### config.mk
export PLATFORM = sky130hd
export DESIGN_NAME = cmc_mode_control
export DESIGN_NICKNAME = d
export VERILOG_FILES = /design/src/rtl/cmc_pkg.sv /design/src/rtl/cmc_mode_control.sv
export SDC_FILE = /design/constraint.sdc
export NUM_CORES = 1
export LEC_CHECK = 0
export BUFFER_PORTS_ARGS = -buffer_cell sky130_fd_sc_hd__buf_2
export CORE_UTILIZATION = 40
export CTS_CLUSTER_DIAMETER = 100
export DETAILED_ROUTE_END_ITERATION = 6
export PLACE_DENSITY = 0.59
export SLEW_MARGIN = 20
export SYNTH_ARGS = -nofsm -noshare
export SYNTH_HDL_FRONTEND = slang
export SYNTH_SLANG_ARGS = --single-unit
export TNS_END_PERCENT = 50
### constraint.sdc
create_clock -name i_core_clk -period 2.4 [get_ports i_core_clk]
set_clock_uncertainty 0.15 [all_clocks]
set_input_delay 0.12 -clock i_core_clk [delete_from_list [all_inputs] [get_ports i_core_clk]]
set_output_delay 0.12 -clock i_core_clk [all_outputs]
set_load 0.005 [all_outputs]
### src/rtl/cmc_pkg.sv
// cmc_pkg: constants and carrier types for the primary mode control block
// assumes a single 40 MHz core clock and a simple strobe register port
package cmc_pkg;
   // register map
   localparam logic [3:0] ADDR_PRIMARY_CONTROL   = 4'h0;
   localparam logic [3:0] ADDR_SECONDARY_CONTROL = 4'h1;
   localparam logic [3:0] ADDR_TIME_STAMP        = 4'h2;
   localparam logic [3:0] ADDR_GATED_CONFIG      = 4'h3;
   // primary control bit positions
   localparam int BIT_RECEIVED_FRAME_FLAG   = 7;
   localparam int BIT_RECEIVER_ACTIVE_STATUS   = 6;
   localparam int BIT_CSTOP   = 5;
   localparam int BIT_SYNC    = 4;
   localparam int BIT_TIMER   = 3;
   localparam int BIT_WAKE    = 2;
   localparam int BIT_SLEEP   = 1;
   localparam int BIT_INIT    = 0;
   // secondary control acknowledge positions
   localparam int BIT_SLPACK  = 1;
   localparam int BIT_INITACK = 0;
   localparam logic [7:0] PRIMARY_RESET   = 8'h01;
   localparam logic [7:0] SECONDARY_RESET = 8'h11;
   localparam logic [7:0] GATED_RESET     = 8'h00;
   // resynchronisation counts: bit times per idle run, then idle runs in bus off
   localparam logic [3:0] IDLE_BITS       = 4'hb;
   localparam logic [7:0] BUSOFF_IDLES    = 8'h80;
   localparam logic [15:0] STAMP_ZERO     = 16'h0000;

   typedef enum logic [1:0] {
      CMC_RUN,
      CMC_SLEEP,
      CMC_INIT,
      CMC_RESYNC
   } cmc_mode_type;

   typedef struct packed {
      logic [3:0] addr;
      logic [7:0] wdata;
      logic       wr;
      logic       rd;
   } cmc_bus_type;

   typedef struct packed {
      logic         received_frame_flag;
      logic         cstop;
      logic         timer_en;
      logic         wake_en;
      logic         sleep_rq;
      logic         init_rq;
      logic         sleep_ak;
      logic         init_ak;
      logic         sync;
      cmc_mode_type mode;
      logic [3:0]   idle_cnt;
      logic [7:0]   busoff_cnt;
      logic [15:0]  stamp;
      logic [15:0]  stamp_out;
      logic         stamp_wr;
      logic [7:0]   secondary;
      logic [7:0]   gated;
      logic [7:0]   rdata;
   } cmc_state_type;
endpackage : cmc_pkg

### src/rtl/cmc_mode_control.sv
// cmc_mode_control: primary mode control and status of a bus controller
// assumes the protocol engine reports bit ticks and frame events as
// single-cycle pulses synchronous to i_core_clk
//
// Functional notes
// - received-frame flag bit 7 sets on each valid received message.
// - writing one clears the received-frame flag; writing zero does nothing.
// - received-frame and receiver-active bits are undefined in loopback.
// - bit 6 shows the receiver front end is receiving a message.
// - bit 5 set stops host interface clocks during wait mode.
// - bit 4 shows synchronisation to the bus, kept by hardware.
// - bit 3 runs a 16-bit counter at bit rate.
// - at valid end of frame the stamp goes to the active buffer.
// - counter clears when disabled; timer enable held low in init.
// - wake enable lets bus traffic end sleep; set before sleeping.
// - sleep entered only when bus idle, then sleep acknowledge rises.
// - sleep request cannot be set while wake-up flag is set.
// - sleep lasts until software clears it or bus activity wakes.
// - init request aborts traffic, drops sync, then acknowledges.
// - entering init resets flag, enable, abort and select registers.
// - configuration registers writable only in initialization mode.
// - after init leaves, sync after 11 recessive bits, or 128 runs.
// - primary control writable outside init; status bits read only.
// - in init primary bits except wake, sleep, init held reset.
// - clearing sleep request ignored until sleep entered.
// - clearing init request ignored until init entered.
// - transmit pin forced recessive as soon as init requested.
`timescale 1ns/1ps
module cmc_mode_control (
   input  wire logic                i_core_clk,
   input  wire logic                i_sys_rst,
   input  wire cmc_pkg::cmc_bus_type i_bus,
   output logic [7:0]               o_rdata,
   input  wire logic                i_rx_active,
   input  wire logic                i_rx_valid_frame,
   input  wire logic                i_eof_valid,
   input  wire logic                i_bit_tick,
   input  wire logic                i_recessive_bit,
   input  wire logic                i_bus_off,
   input  wire logic                i_bus_activity,
   input  wire logic                i_tx_empty,
   input  wire logic                i_wake_flag,
   input  wire logic                i_wait_mode,
   input  wire logic                i_tx_data,
   output logic                     o_bus_transmit_pin,
   output logic                     o_host_clk_stop,
   output logic                     o_proto_abort,
   output logic                     o_init_regs_reset,
   output logic                     o_wake_event,
   output logic [15:0]              o_stamp,
   output logic                     o_stamp_wr,
   output logic [7:0]               o_secondary,
   output logic [7:0]               o_gated_config
);
   cmc_pkg::cmc_state_type s_r;
   cmc_pkg::cmc_state_type s_nxt;
   logic in_init;
   logic wr_prim;
   logic [7:0] wd;
   logic [7:0] prim_view;

   assign in_init = s_r.init_rq & s_r.init_ak;
   assign wr_prim = i_bus.wr & (i_bus.addr == cmc_pkg::ADDR_PRIMARY_CONTROL);
   assign wd      = i_bus.wdata;

   // read view of the primary control register
   always_comb begin
      prim_view = 8'h00;
      // loopback not modelled, both bits simply follow the receiver
      prim_view[cmc_pkg::BIT_RECEIVED_FRAME_FLAG] = s_r.received_frame_flag;
      prim_view[cmc_pkg::BIT_RECEIVER_ACTIVE_STATUS] = i_rx_active & ~in_init;
      prim_view[cmc_pkg::BIT_CSTOP] = s_r.cstop;
      prim_view[cmc_pkg::BIT_SYNC]  = s_r.sync;
      prim_view[cmc_pkg::BIT_TIMER] = s_r.timer_en;
      prim_view[cmc_pkg::BIT_WAKE]  = s_r.wake_en;
      prim_view[cmc_pkg::BIT_SLEEP] = s_r.sleep_rq;
      prim_view[cmc_pkg::BIT_INIT]  = s_r.init_rq;
   end

   // next state of the whole block
   always_comb begin
      s_nxt = s_r;
      s_nxt.stamp_wr = 1'b0;
      // set flag, set wins over clear
      if (wr_prim && wd[cmc_pkg::BIT_RECEIVED_FRAME_FLAG] && !in_init)
         s_nxt.received_frame_flag = 1'b0;
      if (i_rx_valid_frame && !s_r.init_rq)
         s_nxt.received_frame_flag = 1'b1;
      if (wr_prim && !s_r.init_rq && !s_r.init_ak) begin
         s_nxt.cstop    = wd[cmc_pkg::BIT_CSTOP];
         s_nxt.timer_en = wd[cmc_pkg::BIT_TIMER];
         s_nxt.wake_en  = wd[cmc_pkg::BIT_WAKE];
      end
      if (wr_prim) begin
         // sleep set refused with wake flag
         if (wd[cmc_pkg::BIT_SLEEP] && !i_wake_flag && !s_r.init_rq)
            s_nxt.sleep_rq = 1'b1;
         if (!wd[cmc_pkg::BIT_SLEEP] && s_r.sleep_rq && s_r.sleep_ak)
            s_nxt.sleep_rq = 1'b0;
         if (wd[cmc_pkg::BIT_INIT])
            s_nxt.init_rq = 1'b1;
         // init clear only once in init
         else if (in_init)
            s_nxt.init_rq = 1'b0;
      end
      if (s_r.timer_en && i_bit_tick)
         s_nxt.stamp = s_r.stamp + 16'h0001;
      if (!s_r.timer_en)
         s_nxt.stamp = cmc_pkg::STAMP_ZERO;
      // capture at valid end of frame
      if (s_r.timer_en && i_eof_valid) begin
         s_nxt.stamp_out = s_r.stamp;
         s_nxt.stamp_wr  = 1'b1;
      end
      if (i_bus.wr && in_init) begin
         if (i_bus.addr == cmc_pkg::ADDR_SECONDARY_CONTROL)
            s_nxt.secondary = wd;
         if (i_bus.addr == cmc_pkg::ADDR_GATED_CONFIG)
            s_nxt.gated = wd;
      end
      unique case (s_r.mode)
         cmc_pkg::CMC_RUN: begin
            if (s_r.init_rq) begin
               s_nxt.mode    = cmc_pkg::CMC_INIT;
               s_nxt.init_ak = 1'b1;
               s_nxt.sync    = 1'b0;
            end else if (s_r.sleep_rq && !i_rx_active && i_tx_empty) begin
               s_nxt.mode     = cmc_pkg::CMC_SLEEP;
               s_nxt.sleep_ak = 1'b1;
            end else begin
               s_nxt.sync = ~i_bus_off;
            end
         end
         cmc_pkg::CMC_SLEEP: begin
            if (s_r.init_rq) begin
               s_nxt.mode     = cmc_pkg::CMC_INIT;
               s_nxt.init_ak  = 1'b1;
               s_nxt.sleep_ak = 1'b0;
               s_nxt.sync     = 1'b0;
            end else if (!s_r.sleep_rq) begin
               s_nxt.mode     = cmc_pkg::CMC_RUN;
               s_nxt.sleep_ak = 1'b0;
            end else if (s_r.wake_en && i_bus_activity) begin
               s_nxt.sleep_rq = 1'b0;
               s_nxt.sleep_ak = 1'b0;
               s_nxt.mode     = cmc_pkg::CMC_RUN;
            end
         end
         cmc_pkg::CMC_INIT: begin
            s_nxt.sync = 1'b0;
            if (!s_r.init_rq) begin
               s_nxt.init_ak    = 1'b0;
               s_nxt.mode       = cmc_pkg::CMC_RESYNC;
               s_nxt.idle_cnt   = 4'h0;
               s_nxt.busoff_cnt = 8'h00;
            end
         end
         cmc_pkg::CMC_RESYNC: begin
            if (s_r.init_rq) begin
               s_nxt.mode    = cmc_pkg::CMC_INIT;
               s_nxt.init_ak = 1'b1;
            end else if (i_bit_tick) begin
               if (!i_recessive_bit)
                  s_nxt.idle_cnt = 4'h0;
               else if (s_r.idle_cnt == cmc_pkg::IDLE_BITS - 4'h1) begin
                  s_nxt.idle_cnt = 4'h0;
                  if (!i_bus_off ||
                      s_r.busoff_cnt == cmc_pkg::BUSOFF_IDLES - 8'h01) begin
                     s_nxt.mode = cmc_pkg::CMC_RUN;
                     s_nxt.sync = 1'b1;
                  end else
                     s_nxt.busoff_cnt = s_r.busoff_cnt + 8'h01;
               end else
                  s_nxt.idle_cnt = s_r.idle_cnt + 4'h1;
            end
         end
      endcase
      // held at reset while in init
      // timer enable forced low in init
      if (s_nxt.init_ak) begin
         s_nxt.received_frame_flag    = 1'b0;
         s_nxt.cstop    = 1'b0;
         s_nxt.timer_en = 1'b0;
      end
      // registered read data, one cycle after the strobe
      s_nxt.rdata = 8'h00;
      if (i_bus.rd) begin
         unique case (i_bus.addr)
            cmc_pkg::ADDR_PRIMARY_CONTROL:   s_nxt.rdata = prim_view;
            cmc_pkg::ADDR_SECONDARY_CONTROL: begin
               s_nxt.rdata = s_r.secondary;
               s_nxt.rdata[cmc_pkg::BIT_SLPACK]  = s_r.sleep_ak;
               s_nxt.rdata[cmc_pkg::BIT_INITACK] = s_r.init_ak;
            end
            cmc_pkg::ADDR_TIME_STAMP:        s_nxt.rdata = s_r.stamp[15:8];
            cmc_pkg::ADDR_GATED_CONFIG:      s_nxt.rdata = s_r.gated;
            default:                         s_nxt.rdata = 8'h00;
         endcase
      end
   end

   // state register
   always_ff @(posedge i_core_clk) begin
      if (i_sys_rst) begin
         s_r            <= '0;
         s_r.init_rq    <= cmc_pkg::PRIMARY_RESET[cmc_pkg::BIT_INIT];
         s_r.init_ak    <= 1'b1;
         s_r.mode       <= cmc_pkg::CMC_INIT;
         s_r.secondary  <= cmc_pkg::SECONDARY_RESET;
         s_r.gated      <= cmc_pkg::GATED_RESET;
         s_r.stamp      <= cmc_pkg::STAMP_ZERO;
         s_r.stamp_out  <= cmc_pkg::STAMP_ZERO;
      end else begin
         s_r <= s_nxt;
      end
   end

   // outputs
   assign o_rdata            = s_r.rdata;
   // recessive while init requested, stopped in wait, or in sleep
   assign o_bus_transmit_pin = (s_r.init_rq | (i_wait_mode & s_r.cstop) |
                                (s_r.mode == cmc_pkg::CMC_SLEEP)) ? 1'b1
                               : i_tx_data;
   // host clock stop in wait mode
   assign o_host_clk_stop    = i_wait_mode & s_r.cstop;
   assign o_proto_abort      = s_r.init_rq;
   // other flag registers reset in init
   assign o_init_regs_reset  = s_r.init_ak;
   assign o_wake_event       = (s_r.mode == cmc_pkg::CMC_SLEEP) &
                               s_r.wake_en & i_bus_activity;
   assign o_stamp            = s_r.stamp_out;
   assign o_stamp_wr         = s_r.stamp_wr;
   assign o_secondary        = s_r.secondary;
   assign o_gated_config     = s_r.gated;
endmodule : cmc_mode_control

==> results of run 1 <==
cell usage after synthesis (2+ instances only):
| cell type | number |
|---|---|
| inv_1 | 9 |
| or4_1 | 2 |
| nand2_1 | 58 |
| nor3_1 | 6 |
| nand4_1 | 8 |
| nor2_1 | 41 |
| clkbuf_1 | 13 |
| nand3b_1 | 2 |
| a211oi_1 | 4 |
| a21oi_1 | 27 |
| mux2i_1 | 26 |
| and3_1 | 3 |
| o21ai_0 | 4 |
| xnor2_1 | 6 |
| a31oi_1 | 3 |
| nor4_1 | 2 |
| ha_1 | 4 |
| a211o_1 | 3 |
| a2111oi_2 | 2 |
| o31ai_1 | 4 |
| dfxtp_1 | 80 |
| buf_2 | 5 |
| nand2b_1 | 2 |
| buf_4 | 43 |
| and2_1 | 5 |
| xor2_1 | 9 |
| and4_1 | 3 |
| nor2b_1 | 13 |
| or3_1 | 7 |
| nor3b_1 | 2 |
| a21o_1 | 2 |
| mux4_2 | 7 |
| nand3_1 | 9 |
through the flow:
step	total power (W)	worst slack, ps	std cells	cell area [um2]	util [%]
global route	0.002745	217.0	609	4447	47.45
global placement	0.001487	548.5	581	4093	43.67
CTS	0.002667	290.3	609	4447	47.45
detailed placement	0.001488	485.4	581	4093	43.67
floorplan	0.001443	632.9	436	3926	-
finish	0.002645	277.0	609	4447	47.45
power by group through the flow:
stage	registers, W	clock network, W	logic [W]
6_report	0.00134	0.00117	0.000131
5_1_grt	0.00134	0.00126	0.000145
4_1_cts	0.00134	0.00120	0.000132
3_5_place_dp	0.00137	0	0.000117
3_3_place_gp	0.00137	0	0.000116
2_1_floorplan	0.00137	0	0.0000743
registers in the layout, summed over array words and instances, names as in the netlist:
register,count
s_r,31
o_stamp,16
o_gated_config,8
o_rdata,8
o_secondary,8
prim_view,6
o_init_regs_reset,1
o_proto_abort,1
o_stamp_wr,1
path summary, 6_finish.rpt:
check,to,start,slack (ps)
setup / recovery,o_bus_transmit_pin,s_r[70],280
hold / removal,prim_view[1],i_sys_rst,10
setup reg to reg,s_r[63],s_r[65],440
hold reg to reg,o_stamp[9],o_stamp[9],310
layout make-up:
type | instances | area share, %
Multi-Input combinational cell | 285 | 42.52
Clock buffer | 9 | 2.786
Tap cell | 129 | 3.630
Timing Repair Buffer | 90 | 11.82
Clock inverter | 7 | 2.476
Sequential cell | 80 | 36.02
Inverter | 9 | 0.7597
what timing repair did:
action                     in CTS  in global routing
setup endpoints to repair       0                  0
hold endpoints to repair       24                  0
hold buffers                   12                  0
layer usage:
layer  GRT usage, %  share of wire (%)  vias to the layer above  routed length (um)
met5              0                  0                        -                   0
met4          5.017               0.93                        0                  81
met3          4.092                5.4                        6                 470
met2          28.73                 46                       84                4011
met1          24.81                 48                     1419                4161
li1               -                  -                     1551                   -
cell families (layout without fill, tap and decap cells):
kind of cell	after synthesis	after routing	synth area share [%]
AO/OA/AOI/OAI	58	58	10.33
XOR/XNOR	15	15	3.346
adder cells (fa/ha/maj)	4	4	1.275
buffers and inverters	71	115	11.06
flip-flops	80	80	40.79
multiplexers	33	33	10.64
AND/OR/NAND/NOR	175	175	22.56
==> run summary, run 1 <==
DIE AREA: 10220 um2
H-tree levels: 3
Clock Tree Buf Depth: 2
Max Fclk: 0.4710 GHz
Clock Power Share: 44.4%
Power density cells: 594.7 nW/um2
Synth area leader: dfxtp_1
Slew Viols, Final: 0
Seq/Total Area, Yosys: 40.79%
Lkg Pwr: 1.752 nW
Total CTS buffers: 9
Peak VDD IR: 0.0002338 V
Max-cap violation count: 0
Worst-path cell chain: nand2b_1 > or4b_2 > buf_2
Hold WS: 13.82 ps
GRT Total Usage: 18.16%
Commonest non-fill, non-tap cell in the layout: dfxtp_1
IO buf count: 72
Boundary Pins: 73
Die Wd: 101.1 um
Least-Margin Pin Slew: 540.1 ps
Synth Warn #: 0
Post-synthesis cell area: 3926 um2
Part of the power in registers: 50.7%
CP Launch Type: register
WP data required: 2130 ps
Root buf cell: clkbuf_8
Net load switching power: 0.0005660 W
Slowest cell delay on critical path: 590 ps
TritonRoute pass-1 iters: 4
CTS sink count: 80
Synthesis-to-finish area growth: 13.26%
Post-detail-place hpwl: 6298 um
Crit-path max FO: 12
Worst r2r path cells: 6
Iter 0 DRT Violations: 109
Post-CTS setup buffer count: 0
Mean Syn Cell Area: 9.005 um2
Final-stage net count: 506
RSZ-0062 raised after global routing: no
Vias per inst: 5.025
Diodes inserted: 0
Min cycle time layout: 2123 ps
Setup Viol. Count Final: 0
Relative slew slack: 63.99%
Vias in the first global route: 2866
Remaining antenna violation count: 0
Register clock-pin slew on the reported worst setup and hold paths: 80 ps
Starting Density: 41.90%
Synth cell types: 55
Buf/Inv on CP: 1
Yosys top cell area share: 40.79%
Crit path arrival time: 1850 ps
Dominant cells by area after synthesis: dfxtp_1, buf_4, mux2i_1
Sw frac: 21.40%
# fillers: 959
CTS tree: built
Total negative slack: 0 ps
Residual DRC count: 0
CP endpoint kind: primary output
Main flop type after synthesis: dfxtp_1
Tcrit/Tclk final: 88.46%
Vias: 3060
Hold Path Depth: 2
Slowest-stage cell, CP: or4b_2
Total grt overflow: 0
Final hold violations: 0
Die height: 101.1 um
Int Power: 0.002079 W
Combinational power share: 5.0%
Critical path's top delay family: simple AND/OR/NAND/NOR gates
Gate Count Post-Synth: 436
Layout cells sized above 1: 23.75%
Core area: 9371 um2
Commonest non-fill, non-tap cells in the layout: dfxtp_1, buf_2, nand2_1, nor2_1, a21oi_1
Post-CTS sizing: 0
Critical path depth: 3
Clock insertion delay at the later pin of the skew report: 340 ps
Crit Path Class: register to primary output
Num rows: 35
EDFF count, synth: 0
Global-route wire length before repair: 14340 um
Mapped Nets: 467
Largest net degree at the start of global routing: 39
Placer Congestion: 0.7894
FF/Latch Area: 1602 um2
Status: finished clean
Async SR Flop Fraction: 0%
Routed WL per cell: 14.33 um
Area of the multi-input gates: 1891 um2
Total wire length: 8724 um
Tightest Hold Check Type: input port to register
Register bit total from synthesis: 80
Initial antenna violation count: 0
Power figures use the tool's default switching activity.
==> run 2, diff against run 1 <==
Settings changed: CELL_PAD_IN_SITES_DETAIL_PLACEMENT from default to 1, CELL_PAD_IN_SITES_GLOBAL_PLACEMENT from default to 1, PLACE_DENSITY 0.59 to 0.75.
==> run 2 against run 1 <==
Final cell count down 0.49%. Maximum frequency down 0.85%. Clock-buffer cell count up 1. Clock power down 24%. Total power down 11%.
==> run summary, run 2 (synthesis gave the netlist of run 1 again) <==
Largest net degree at the start of global routing: 22 (was 39)
TritonRoute pass-1 iters: 4 (unchanged)
Placer Congestion: 0.8005 (was 0.7894)
DIE AREA: 10220 um2 (unchanged)
CTS tree: built (unchanged)
Status: finished clean (unchanged)
Power density cells: 540.9 nW/um2 (was 594.7 nW/um2)
Diodes inserted: 0 (unchanged)
Crit path arrival time: 1870 ps (was 1850 ps)
Register clock-pin slew on the reported worst setup and hold paths: 80 ps (about the same)
CP endpoint kind: primary output (unchanged)
Remaining antenna violation count: 0 (unchanged)
Crit-path max FO: 12 (unchanged)
RSZ-0062 raised after global routing: no (unchanged)
Cell Area, Placed: 4085 um2 (was 4093 um2)
Synthesis-to-finish area growth: 11.15% (was 13.26%)
Total CTS buffers: 9 (unchanged)
Root buf cell: clkbuf_8 (unchanged)
Total wire length: 9708 um (was 8724 um)
Crit Path Class: register to primary output (unchanged)
Post-detail-place hpwl: 7272 um (was 6298 um)
Slew Viols, Final: 0 (unchanged)
Max Fclk: 0.4670 GHz (was 0.4710 GHz)
GRT Total Usage: 20.40% (was 18.16%)
Tcrit/Tclk final: 89.22% (was 88.46%)
Residual DRC count: 0 (unchanged)
WP data required: 2130 ps (about the same)
Core area: 9371 um2 (unchanged)
Global-route wire length before repair: 16040 um (was 14340 um)
Relative slew slack: 59.79% (was 63.99%)
Iter 0 DRT Violations: 126 (was 109)
Least-Margin Pin Slew: 603.1 ps (was 540.1 ps)
Peak VDD IR: 0.0002466 V (was 0.0002338 V)
# fillers: 1138 (was 959)
Starting Density: 41.90% (unchanged)
Max reg flops: 31 (unchanged)
Boundary Pins: 73 (unchanged)
Die Wd: 101.1 um (unchanged)
Clock insertion delay at the later pin of the skew report: 340 ps (about the same)
Final Cell Area: 4364 um2 (was 4447 um2)
Min cycle time layout: 2141 ps (was 2123 ps)
Commonest non-fill, non-tap cell in the layout: dfxtp_1 (unchanged)
Post-CTS setup buffer count: 0 (unchanged)
Overall power: 0.002360 W (was 0.002645 W)
Vias in the first global route: 3169 (was 2866)
Final hold violations: 0 (unchanged)
CP Launch Type: register (unchanged)
Largest Register: s_r (unchanged)
Lkg Pwr: 1.708 nW (was 1.752 nW)
Setup Viol. Count Final: 0 (unchanged)
Final-stage net count: 504 (was 506)
CTS sink count: 80 (unchanged)
Hold WS: 37.47 ps (was 13.82 ps)
FF/Latch Area: 1602 um2 (unchanged)
Clock Tree Buf Depth: 2 (unchanged)
Die height: 101.1 um (unchanged)
Layout cells sized above 1: 23.48% (was 23.75%)
Setup slack, reg-to-reg: 410 ps (was 440 ps)
Max-cap violation count: 0 (unchanged)
Vias per inst: 5.178 (was 5.025)
Area of the multi-input gates: 1891 um2 (unchanged)
Initial antenna violation count: 0 (unchanged)
Routed WL per cell: 16.02 um (was 14.33 um)
IO buf count: 72 (unchanged)
Vias: 3138 (was 3060)
H-tree levels: 3 (unchanged)
Tightest Hold Check Type: input port to register (unchanged)
Total negative slack: 0 ps (unchanged)
Commonest non-fill, non-tap cells in the layout: dfxtp_1, buf_2, nand2_1, nor2_1, a21oi_1 (unchanged)
Total grt overflow: 0 (unchanged)
Num rows: 35 (unchanged)
[run 2: metal layers]
| metal | vias to the layer above | wire length, um | GRT usage, % |
|---|---|---|---|
| li1 | 1537 | - | - |
| met1 | 1537 | 4712 | 27.37 |
| met2 | 62 | 4544 | 33.54 |
| met3 | 2 | 410 | 4.300 |
| met4 | 0 | 40 | 4.682 |
| met5 | - | 0 | 0 |
[run 2: path summary, 6_finish.rpt]
check,from,endpoint,cells past startpoint
min reg2reg,o_stamp[10],o_stamp[10],2
max reg2reg,o_proto_abort,o_gated_config[1],4
min,i_bus_off,prim_view[4],4
max,s_r[70],o_bus_transmit_pin,3
[run 2: layout make-up]
| type | count | area share [%] |
|---|---|---|
| inverter | 9 | 0.7741 |
| clock buffer | 10 | 3.154 |
| clock inverter | 5 | 0.7167 |
| sequential | 80 | 36.70 |
| multi-input combinational | 285 | 43.32 |
| timing repair buffer | 88 | 11.64 |
| tap | 129 | 3.698 |
[run 2: where the power goes]
part / total [W] / switching (W) / internal (W)
sequential: 0.00134 / 0.00000723 / 0.00133
clock: 0.000886 / 0.000489 / 0.000397
combinational: 0.000134 / 0.0000730 / 0.0000615
[run 2: critical path: stages, from the launching register on]
cell and delay [ps]:
dfxtp_1 530, nand2b_1 230, or4b_2 610, buf_2 150
[run 2: per-stage QoR]
stage / util [%] / instances / worst slack [ps]
2_1_floorplan: - / 436 / 632.9
3_3_place_gp: 43.59 / 580 / 520.0
3_5_place_dp: 43.59 / 580 / 432.5
4_1_cts: 46.57 / 606 / 227.0
5_1_grt: 46.57 / 606 / 120.5
6_report: 46.57 / 606 / 258.8
[run 2: what timing repair did]
action / in CTS / in global routing
gates resized for setup: 0 / 0
endpoints found under the hold margin: 23 / 0
hold buffers: 11 / 0
